[src/design/oh_insert_pkg.sv]
package oh_insert_pkg;

    // ==========================================================
    // Framing modes
    typedef enum logic [1:0] {
        MODE_OFF  = 2'b00,
        MODE_T3   = 2'b01,
        MODE_G751 = 2'b10,
        MODE_G832 = 2'b11
    } frame_mode_t;

    // ==========================================================
    // Sequence lengths in overhead bits
    localparam logic [5:0] T3_OH_BITS   = 6'h38;  // X, P, M, F and C bits of a frame
    localparam logic [5:0] G751_OH_BITS = 6'h0c;  // Alignment word, alarm and national bits
    localparam logic [5:0] G832_OH_BITS = 6'h38;  // Seven overhead bytes

    // ==========================================================
    // Port clock timing
    localparam int         CLK_PERIOD_NS   = 10;
    localparam int         OHCLK_HALF_NS   = 80;
    localparam logic [3:0] OHCLK_HALF_CYC  = 4'(OHCLK_HALF_NS / CLK_PERIOD_NS);

    // ==========================================================
    // Buffer shape and reset values
    localparam int         FIFO_WIDTH      = 2;
    localparam int         FIFO_DEPTH      = 16;
    localparam logic [5:0] POS_RESET       = 6'h00;
    localparam logic [3:0] DIV_RESET       = 4'h0;

    function automatic logic [5:0] seq_len(input frame_mode_t mode);
        unique case (mode)
            MODE_T3:   seq_len = T3_OH_BITS;
            MODE_G751: seq_len = G751_OH_BITS;
            MODE_G832: seq_len = G832_OH_BITS;
            MODE_OFF:  seq_len = 6'h01;
        endcase
    endfunction : seq_len

endpackage : oh_insert_pkg

[src/design/oh_fifo.sv]
`timescale 1ns/1ps
module oh_fifo #(
    parameter int WIDTH = 2,
    parameter int DEPTH = 16
) (
    // Clock and reset
    input  wire logic             clk_sys,
    input  wire logic             resetn,
    // Fill side
    input  wire logic             in_valid,
    input  wire logic [WIDTH-1:0] in_data,
    output logic                  in_ready,
    // Drain side
    output logic                  out_valid,
    output logic      [WIDTH-1:0] out_data,
    input  wire logic             out_ready
);
    localparam int AW = $clog2(DEPTH);

    typedef struct packed {
        logic [AW-1:0] wr_ptr;
        logic [AW-1:0] rd_ptr;
        logic [AW:0]   count;
    } fifo_state_t;

    fifo_state_t      st;
    fifo_state_t      next_st;
    logic [WIDTH-1:0] mem [DEPTH];
    logic             do_push;
    logic             do_pop;

    assign in_ready  = (st.count != (AW+1)'(DEPTH));
    assign out_valid = (st.count != '0);
    assign out_data  = mem[st.rd_ptr];
    assign do_push   = in_valid && in_ready;
    assign do_pop    = out_valid && out_ready;

    always_comb begin
        next_st = st;
        if (do_push) begin
            next_st.wr_ptr = st.wr_ptr + 1'b1;
        end
        if (do_pop) begin
            next_st.rd_ptr = st.rd_ptr + 1'b1;
        end
        next_st.count = st.count + (AW+1)'(do_push) - (AW+1)'(do_pop);
    end

    always_ff @(posedge clk_sys or negedge resetn) begin
        if (!resetn) begin
            st <= '0;
        end else begin
            st <= next_st;
        end
    end

    // Storage has no reset; only the pointers and the count say what is valid
    always_ff @(posedge clk_sys) begin
        if (do_push) begin
            mem[st.wr_ptr] <= in_data;
        end
    end

    a_fifo_no_overflow: assert property (@(posedge clk_sys) disable iff (!resetn)
        st.count <= (AW+1)'(DEPTH))
        else $error("fifo count above depth");

endmodule : oh_fifo

[src/design/tx_overhead_insert_port.sv]
`timescale 1ns/1ps
// Contract
// - Inputs used only in DS3/E3 framing modes
// - Enabled positions take sampled insert data
// - T3 sequence: X, P, M, F, C bits
// - G.751 sequence: alignment, alarm, national bits
// - G.832 sequence: seven overhead bytes
// - Frame-start marks sequence; source aligns to it
// - Data and enable sampled on clock fall
// - Separate polarity inversion for data, enable
// - Marker updates on fall; source changes on rise
// - Marker flags first overhead bit of sequence
// - Sequence begins on marker's falling edge
// - Port clock slow, toggles only when needed
module tx_overhead_insert_port
    import oh_insert_pkg::*;
(
    // Clock and reset
    input  wire logic        clk_sys,
    input  wire logic        resetn,
    // Configuration
    input  wire frame_mode_t framing_mode,
    input  wire logic        invert_data,
    input  wire logic        invert_enable,
    // Overhead port pins
    input  wire logic        overhead_insert_data,
    input  wire logic        overhead_insert_enable,
    output logic             overhead_port_clock,
    output logic             overhead_frame_start_out,
    // Framer side: generated overhead bit in, merged bit out
    input  wire logic        gen_valid,
    input  wire logic        gen_bit,
    output logic             merged_valid,
    output logic             merged_bit
);

    // ==========================================================
    // State
    typedef struct packed {
        logic [1:0]  sync_d1;
        logic [1:0]  sync_d2;
        logic [3:0]  div_cnt;
        logic        port_clk;
        logic [5:0]  pos;
        logic        primed;
        logic        sof;
        logic        push_valid;
        logic [1:0]  push_word;
        frame_mode_t last_mode;
        logic        out_valid;
        logic        out_bit;
    } port_state_t;

    port_state_t st;
    port_state_t next_st;

    logic        active;
    logic        advance;
    logic        fall;
    logic        fifo_in_ready;
    logic        fifo_out_valid;
    logic [1:0]  fifo_out_data;
    logic        fifo_pop;
    logic        samp_data;
    logic        samp_en;
    logic [5:0]  pos_next;

    // ==========================================================
    // Combinational control
    assign active    = (framing_mode != MODE_OFF) && (framing_mode == st.last_mode);
    assign samp_data = st.sync_d2[1] ^ invert_data;
    assign samp_en   = st.sync_d2[0] ^ invert_enable;
    // Besides leaving an active mode, only a sample blocked by a full buffer stops the divider; a normal push costs no cycle
    assign advance   = active && !(st.push_valid && !fifo_in_ready);
    assign fall      = advance && st.port_clk && (st.div_cnt == OHCLK_HALF_CYC - 4'h1);
    assign pos_next  = (st.pos == seq_len(framing_mode) - 6'h01) ? POS_RESET
                                                                 : st.pos + 6'h01;
    assign fifo_pop  = gen_valid && active && fifo_out_valid;

    always_comb begin
        next_st           = st;
        next_st.sync_d1   = {overhead_insert_data, overhead_insert_enable};
        next_st.sync_d2   = st.sync_d1;
        next_st.last_mode = framing_mode;
        if (st.push_valid && fifo_in_ready) begin
            next_st.push_valid = 1'b0;
        end
        if (!active) begin
            // Idle or mode just changed: park clock low and restart the sequence
            next_st.div_cnt    = DIV_RESET;
            next_st.port_clk   = 1'b0;
            next_st.pos        = seq_len(framing_mode) - 6'h01;
            next_st.primed     = 1'b0;
            next_st.sof        = 1'b0;
            next_st.push_valid = 1'b0;
        end else if (advance) begin
            // A sample waiting on a full buffer freezes the port clock, so none is dropped
            if (st.div_cnt == OHCLK_HALF_CYC - 4'h1) begin
                next_st.div_cnt  = DIV_RESET;
                next_st.port_clk = !st.port_clk;
            end else begin
                next_st.div_cnt = st.div_cnt + 4'h1;
            end
            if (fall) begin
                // Sample belongs to the position announced at the previous fall
                next_st.push_valid = st.primed;
                next_st.push_word  = {samp_data, samp_en};
                next_st.primed     = 1'b1;
                next_st.pos        = pos_next;
                next_st.sof        = (pos_next == POS_RESET);
            end
        end
        next_st.out_valid = gen_valid;
        if (fifo_pop && fifo_out_data[0]) begin
            next_st.out_bit = fifo_out_data[1];
        end else begin
            next_st.out_bit = gen_bit;
        end
    end

    always_ff @(posedge clk_sys or negedge resetn) begin
        if (!resetn) begin
            st           <= '0;
            st.pos       <= POS_RESET;
            st.div_cnt   <= DIV_RESET;
            st.last_mode <= MODE_OFF;
        end else begin
            st <= next_st;
        end
    end

    // ==========================================================
    // Sample buffer
    oh_fifo #(
        .WIDTH (FIFO_WIDTH),
        .DEPTH (FIFO_DEPTH)
    ) u_fifo (
        .clk_sys   (clk_sys),
        .resetn    (resetn),
        .in_valid  (st.push_valid),
        .in_data   (st.push_word),
        .in_ready  (fifo_in_ready),
        .out_valid (fifo_out_valid),
        .out_data  (fifo_out_data),
        .out_ready (fifo_pop)
    );

    assign overhead_port_clock      = st.port_clk;
    assign overhead_frame_start_out = st.sof;
    assign merged_valid             = st.out_valid;
    assign merged_bit               = st.out_bit;

    // ==========================================================
    // Checks
    a_idle_clock_low: assert property (@(posedge clk_sys) disable iff (!resetn)
        (framing_mode == MODE_OFF) |=> !overhead_port_clock && !st.push_valid)
        else $error("port active while framing is off");

    a_sof_on_fall: assert property (@(posedge clk_sys) disable iff (!resetn)
        $rose(overhead_frame_start_out) |-> $fell(overhead_port_clock))
        else $error("frame start changed away from a falling clock");

    a_sof_first_pos: assert property (@(posedge clk_sys) disable iff (!resetn)
        overhead_frame_start_out |-> st.pos == POS_RESET)
        else $error("frame start not on first overhead bit");

    a_push_after_fall: assert property (@(posedge clk_sys) disable iff (!resetn)
        $rose(st.push_valid) |-> $fell(st.port_clk))
        else $error("sample taken away from a falling clock");

    a_push_polarity: assert property (@(posedge clk_sys) disable iff (!resetn)
        $rose(st.push_valid) |-> st.push_word == {$past(samp_data), $past(samp_en)})
        else $error("sample does not follow polarity setting");

    a_merge_insert: assert property (@(posedge clk_sys) disable iff (!resetn)
        fifo_pop && fifo_out_data[0] |=> merged_bit == $past(fifo_out_data[1]))
        else $error("enabled position lost insert data");

    a_merge_keep: assert property (@(posedge clk_sys) disable iff (!resetn)
        gen_valid && !(fifo_pop && fifo_out_data[0]) |=> merged_bit == $past(gen_bit))
        else $error("disabled position altered generated bit");

    a_clock_half_period: assert property (@(posedge clk_sys) disable iff (!resetn)
        $rose(overhead_port_clock) && active |=> overhead_port_clock [*7])
        else $error("port clock high phase too short");

    a_seq_wrap: assert property (@(posedge clk_sys) disable iff (!resetn)
        fall && st.pos == seq_len(framing_mode) - 6'h01 |=> st.sof && st.pos == POS_RESET)
        else $error("sequence did not restart at marker");

    a_clock_low_phase: assert property (@(posedge clk_sys) disable iff (!resetn)
        $fell(overhead_port_clock) && active |=> !overhead_port_clock [*7])
        else $error("port clock low phase too short");

    a_stall_holds: assert property (@(posedge clk_sys) disable iff (!resetn)
        active && st.push_valid && !fifo_in_ready |=> st.push_valid && $stable(st.port_clk))
        else $error("blocked sample lost or port clock moved");

    a_pos_range: assert property (@(posedge clk_sys)
        disable iff (!resetn) active |-> st.pos < seq_len(framing_mode))
        else $error("overhead position beyond sequence length");

    a_merged_valid: assert property (@(posedge clk_sys) disable iff (!resetn)
        1'b1 |=> merged_valid == $past(gen_valid))
        else $error("merged strobe not one cycle after framer strobe");

    a_sof_holds: assert property (@(posedge clk_sys) disable iff (!resetn)
        $rose(overhead_frame_start_out) && active |=> overhead_frame_start_out [*7])
        else $error("frame start dropped inside its port period");

    // ==========================================================
    // Coverage
    c_sof_seen: cover property (@(posedge clk_sys) disable iff (!resetn)
        $rose(overhead_frame_start_out));
    c_insert_bit: cover property (@(posedge clk_sys) disable iff (!resetn)
        fifo_pop && fifo_out_data[0]);
    c_stall_full: cover property (@(posedge clk_sys) disable iff (!resetn)
        active && !fifo_in_ready);
    c_keep_bit: cover property (@(posedge clk_sys) disable iff (!resetn)
        fifo_pop && !fifo_out_data[0]);
    c_short_wrap: cover property (@(posedge clk_sys) disable iff (!resetn)
        $rose(overhead_frame_start_out) && framing_mode == MODE_G751);

endmodule : tx_overhead_insert_port

[config.mk]
export PLATFORM = sky130hd
export DESIGN_NAME = tx_overhead_insert_port
export DESIGN_NICKNAME = d
export VERILOG_FILES = /design/src/design/oh_insert_pkg.sv /design/src/design/oh_fifo.sv /design/src/design/tx_overhead_insert_port.sv
export SDC_FILE = /design/constraint.sdc
export NUM_CORES = 1
export LEC_CHECK = 0
export BUFFER_PORTS_ARGS = -buffer_cell sky130_fd_sc_hd__buf_2
export CELL_PAD_IN_SITES_DETAIL_PLACEMENT = 0
export CELL_PAD_IN_SITES_GLOBAL_PLACEMENT = 1
export CORE_MARGIN = 2
export CORE_UTILIZATION = 45
export CTS_CLUSTER_DIAMETER = 120
export DETAILED_ROUTE_END_ITERATION = 10
export GPL_ROUTABILITY_DRIVEN = 1
export HOLD_SLACK_MARGIN = 0.05
export PLACE_DENSITY_LB_ADDON = 0.1
export SLEW_MARGIN = 10
export SYNTH_ARGS = -nofsm -noshare
export SYNTH_HDL_FRONTEND = slang
export SYNTH_SLANG_ARGS = --single-unit
[constraint.sdc]
create_clock -name clk_sys -period 2.5 [get_ports clk_sys]
set_clock_uncertainty 0.1 [all_clocks]
set_input_delay 0.125 -clock clk_sys [delete_from_list [all_inputs] [get_ports clk_sys]]
set_output_delay 0.125 -clock clk_sys [all_outputs]
set_load 0.02 [all_outputs]
# Word-level counts from Yosys, hierarchy flattened

Memories as Yosys holds them, arrays and structs flattened.
Cells that the tools add are included.

RAM bits: 32
Memory bits (read-only): 0
Flip-flop bits (word level): 37
Memories kept: 1
Latch bits: 0

Memory list:

| memory     | depth | bits a word | rd ports | clocked after Yosys merged registers in | wr ports | RTL line      | text |
|---|---|---|---|---|---|---|---|
| u_fifo.mem | 16    | 2           | 1        | 0                                       | 1        | oh_fifo.sv:28 | `logic [WIDTH-1:0] mem [DEPTH];` |

Eq/ne operators: 10
Add/subtract/negate cells: 8
Bitwise gates (word level): 2
Magnitude comparators: 0
Div/mod/pow operators: 0
Multiplexer cells: 12
Reduce and logical (&&, ||, !) cells: 21
$mul: 0
Shifts and indexed selects: 0

Operator list:

| operator                                               | number |
|---|---|
| case mux 6 bit (3 select lines)                        | 1 |
| 2-to-1 mux 16 bit                                      | 1 |
| 2-to-1 mux 14 bit                                      | 1 |
| adder 4 x 1 -> 4 bit (second input constant)           | 3 |
| 2-to-1 mux 6 bit                                       | 2 |
| subtractor 6 x 1 -> 6 bit (second input constant)      | 2 |
| 2-to-1 mux 11 bit                                      | 1 |
| logical AND 1 bit                                      | 10 |
| adder 6 x 1 -> 6 bit (second input constant)           | 1 |
| == test 6 bit                                          | 1 |
| zero test 6 bit                                        | 1 |
| inequality test 2 x 1 -> 1 bit (second input constant) | 3 |
| adder 5 x 1 -> 5 bit                                   | 1 |
| 2-to-1 mux 1 bit                                       | 5 |
| inequality test 5 bit (second input constant)          | 1 |
| nonzero test 5 bit                                     | 1 |
| subtractor 5 x 1 -> 5 bit                              | 1 |
| == test 2 bit (second input constant)                  | 2 |
| == test 4 x 3 -> 1 bit (second input constant)         | 1 |
| 2-to-1 mux 4 bit                                       | 1 |
| AND reduction 2 bit                                    | 2 |
| zero test 1 bit                                        | 3 |
| AND reduction 3 bit                                    | 1 |
| == test 2 x 1 -> 1 bit (second input constant)         | 1 |
| 5 further kinds                                        | 6 |

# Longest topological paths before layout

Depth after elaboration: 10
Gate-level depth with buffers: 14
Gate-level depth less buffers: 14

# Modules after synthesis

From an unflattened synthesis, not the netlist that was laid out.

Cells, all modules: 275
Area total of the unflattened synthesis: 3389.5 µm²

By module, submodules not included:

| module                  | seq. area each (µm²) | area an instance (µm²) | cells each | instances |
|---|---|---|---|---|
| oh_fifo                 | 1286.2               | 2095.8                 | 147        | 1 |
| tx_overhead_insert_port | 600.6                | 1293.7                 | 128        | 1 |

# Worst setup path after synthesis

No wires, ideal clock.

Path kind: reg2reg
Start point: register st[3] in the netlist's numbering
End point: register u_fifo.st[4] in the netlist's numbering
Clock period less this slack: 2.576 ns
Setup slack: -0.076 ns
Arrival time: 2.351 ns
Buffers on the path: 0
Data required time: 2.275 ns
Stages on the path, launching flop included: 14
Setup time: 0.125 ns
Cells stage by stage: dfrtp_1 and4bb_2 a31oi_2 nor3b_2 ha_1 inv_1 ha_1 inv_1 fa_1 inv_1 a21oi_1 nor2_1 nor2_1 xnor2_1

RTL lines:

| what                   | RTL line                       | text |
|---|---|---|
| from (decl)            | tx_overhead_insert_port.sv:54  | `port_state_t st;` |
| from (signal assigned) | tx_overhead_insert_port.sv:128 | `st <= next_st;` |
| to (signal assigned)   | oh_fifo.sv:53                  | `st <= next_st;` |
| to (decl)              | oh_fifo.sv:26                  | `fifo_state_t st;` |

==> metrics <==
status=complete, but fails checks; failing checks=setup timing; Data arrival, critical path=2.66 ns; Leakage=1.404 nW; die area=7876 um^2; fin area=3826 um^2; DIE HEIGHT=88.75 um; Hold Vio Cnt, Final=0; Hold Crit Class=primary input to register; Ports=14; deepest level of the CTS H-tree=3; Crit. End Element=register; post-synth top area cell=edfxtp_1; final worst-path cycle share=1.014; Detailed Route WL=5839 um; first-pass GRT wire length=9846 um; Initial DRC Count=105; worst slew pin tran=0.8500 ns; asr flop ratio synth=0.5362; antenna violations before repair=0; type of origin of the critical path=primary input; Final Power=2.997 mW; # clock sinks=69; Core ar.=6869 um^2; row count=30; Syn. warnings=0; setup ws final=-0.03477 ns; register area share after synthesis=0.5838; count leader, synth=dfrtp_1; Detail Route Antenna Nets=0; Synth top cells by count=37 x dfrtp_1, 32 x edfxtp_1, 20 x nor2_1; CTS Buf Count=9; ANT cells=0; prevailing post-synth register cell=dfrtp_1; final worst path period need=2.535 ns; CTS tree=done; CP max FO=2; GPL Wtd Cong=0.8187; flip-flop and latch count after synthesis=69; setup_tns=-0.03477 ns; Synth Instances=250; drt pass-1 iters=4; cell count after placement=359; Final Setup Violations=1; Initial Util=0.4705; pwr dens=783.2 nW/um^2; clock latency on the worst-skew pair=0.34 ns; CP Class=primary input to register; Fillers=570; syn_area_per_cell=12.93 um^2; share of cells above drive strength 1=0.1966; fin cells=386; share of the synthesized area in the top cell type=0.2973; Max Cap Viol=0; Via density=5.060; I/O Buffers=13; fmax=394.5 MHz; Netlist cell types=46; vias in the first global route=1,946; total grt overflow=0; GRT Overall Usage=0.1713; DP HPWL=4035 um; detailed-route via count=1,953; synth top area cells=edfxtp_1 30%, dfrtp_1 29%, mux4_1 5.7%; Mapped Nets=274; Root Driver=clkbuf_8; worst slack at placement=0.008496 ns; clock buffer depth=2; max-slew violations=0; Slew headroom=0.4333; DP Area=3467 um^2; Mapped Area=3232 um^2; Worst EP required=2.63 ns; RSZ-0062 raised after global routing=yes; Area Growth Syn to Fin=18.39%; largest net degree at the start of global routing=38; Post-synth EDFFs=32; Die X=88.75 um; Avg WL per Cell=15.13 um; CTS clk-pin slew, worst paths=0.08 ns; drt drc=0; Peak supply drop=0.0005759 V; Final Net Count=309
==> layer usage <==
layer / routed length [um] / global-route usage
met1: 2919 / 0.2568
met4: 50 / 0.07576
met2: 2643 / 0.2368
met3: 226 / 0.04104
met5: 0 / 0
==> repair_timing <==
| action | CTS | global route |
|---|---|---|
| resized for setup | 1 | 5 |
| setup buffers | 0 | 2 |
| setup endpoints to repair | 1 | 1 |
| pin swaps | 0 | 3 |
| hold buffers | 9 | 0 |
| endpoints found under the hold margin | 45 | 0 |
| cloned | 0 | 0 |
==> final timing paths <==
kind,start,to,slack [ns],cells after the start
setup / recovery,framing_mode[1],u_fifo.st[4],-0.03,15
max in group asynchronous,resetn,u_fifo.st[12],1.43,2
setup reg to reg,st[3],u_fifo.st[4],-0.01,13
hold / removal,framing_mode[0],st[9],0.19,4
min in group asynchronous,resetn,st[10],0.32,2
hold reg to reg,next_st[21],st[21],0.26,0
==> cell type report <==
cell class	instances	area, um^2	share of cell area
multi-input cells	154	1291	0.3375
inverters	18	67.56	0.01766
well taps	96	120.1	0.03139
repair buffers	33	237.7	0.06213
clock buffers	9	123.9	0.03237
flip-flops and latches	69	1887	0.4931
clock inverters	7	98.84	0.02583
==> cell usage in the layout, fill, tap and decap left out, drive strengths merged, types with 2 or more instances in the layout <==
| cell type | n |
|---|---|
| mux2i | 2 |
| o21ai | 9 |
| mux2 | 2 |
| xnor2 | 12 |
| nor3b | 3 |
| or3 | 3 |
| mux4 | 10 |
| a21oi | 12 |
| edfxtp | 32 |
| nand2 | 17 |
| nor2b | 2 |
| and2 | 11 |
| nor2 | 20 |
| inv | 18 |
| dlygate4sd3 | 9 |
| buf | 24 |
| nand3 | 3 |
| bufinv | 2 |
| xor2 | 5 |
| or2 | 2 |
| ha | 13 |
| nand4 | 5 |
| dfrtp | 37 |
| clkbuf | 9 |
| nor4 | 4 |
| clkinv | 4 |
| or4 | 2 |
==> cell families (layout without fill, tap and decap cells) <==
| family | count (synthesis) | in the layout | share of synthesized area |
|---|---|---|---|
| xor+xnor | 17 | 17 | 0.04607 |
| flops | 69 | 69 | 0.5838 |
| compound gates | 30 | 30 | 0.05575 |
| fa+ha+maj | 14 | 14 | 0.05652 |
| mux | 14 | 14 | 0.09214 |
| buf+inv | 27 | 67 | 0.03368 |
| simple gates | 79 | 79 | 0.1320 |
==> per-stage QoR <==
step / hold WS, ns / utilization
final: 0.1894 / 0.5570
after global routing: 0.2093 / 0.5570
after CTS: 0.1530 / 0.5515
after detailed placement: 0.1351 / 0.5047
after global placement: 0.1339 / 0.5047
after floorplan: -0.2706 / -
==> power breakdown <==
part / internal, mW / leakage, nW / switching [mW]
sequential: 1.27 / 0.684 / 0.147
combinational: 0.326 / 0.610 / 0.242
clock: 0.566 / 0.110 / 0.442
total: 2.17 / 1.40 / 0.831
==> flip-flops by register name, summed over array words and instances, names as in the netlist <==
| register | cells |
|---|---|
| overhead_port_clock | 1 |
| merged_bit | 1 |
| overhead_frame_start_out | 1 |
| u_fifo.st | 13 |
| next_st | 2 |
| u_fifo.mem | 32 |
| st | 18 |
| merged_valid | 1 |
==> worst max-delay path: stages <==
cell and delay (ns):
dlygate4sd3_1 0.53, buf_2 0.13, and4bb_2 0.31, a31oi_4 0.05
nor3b_4 0.22, ha_1 0.26, inv_1 0.06, ha_2 0.17
inv_1 0.05, fa_2 0.34, inv_1 0.06, a21oi_1 0.06
nor2_1 0.12, nor2_1 0.06, xnor2_1 0.11
(Power assumes the default switching activity.)
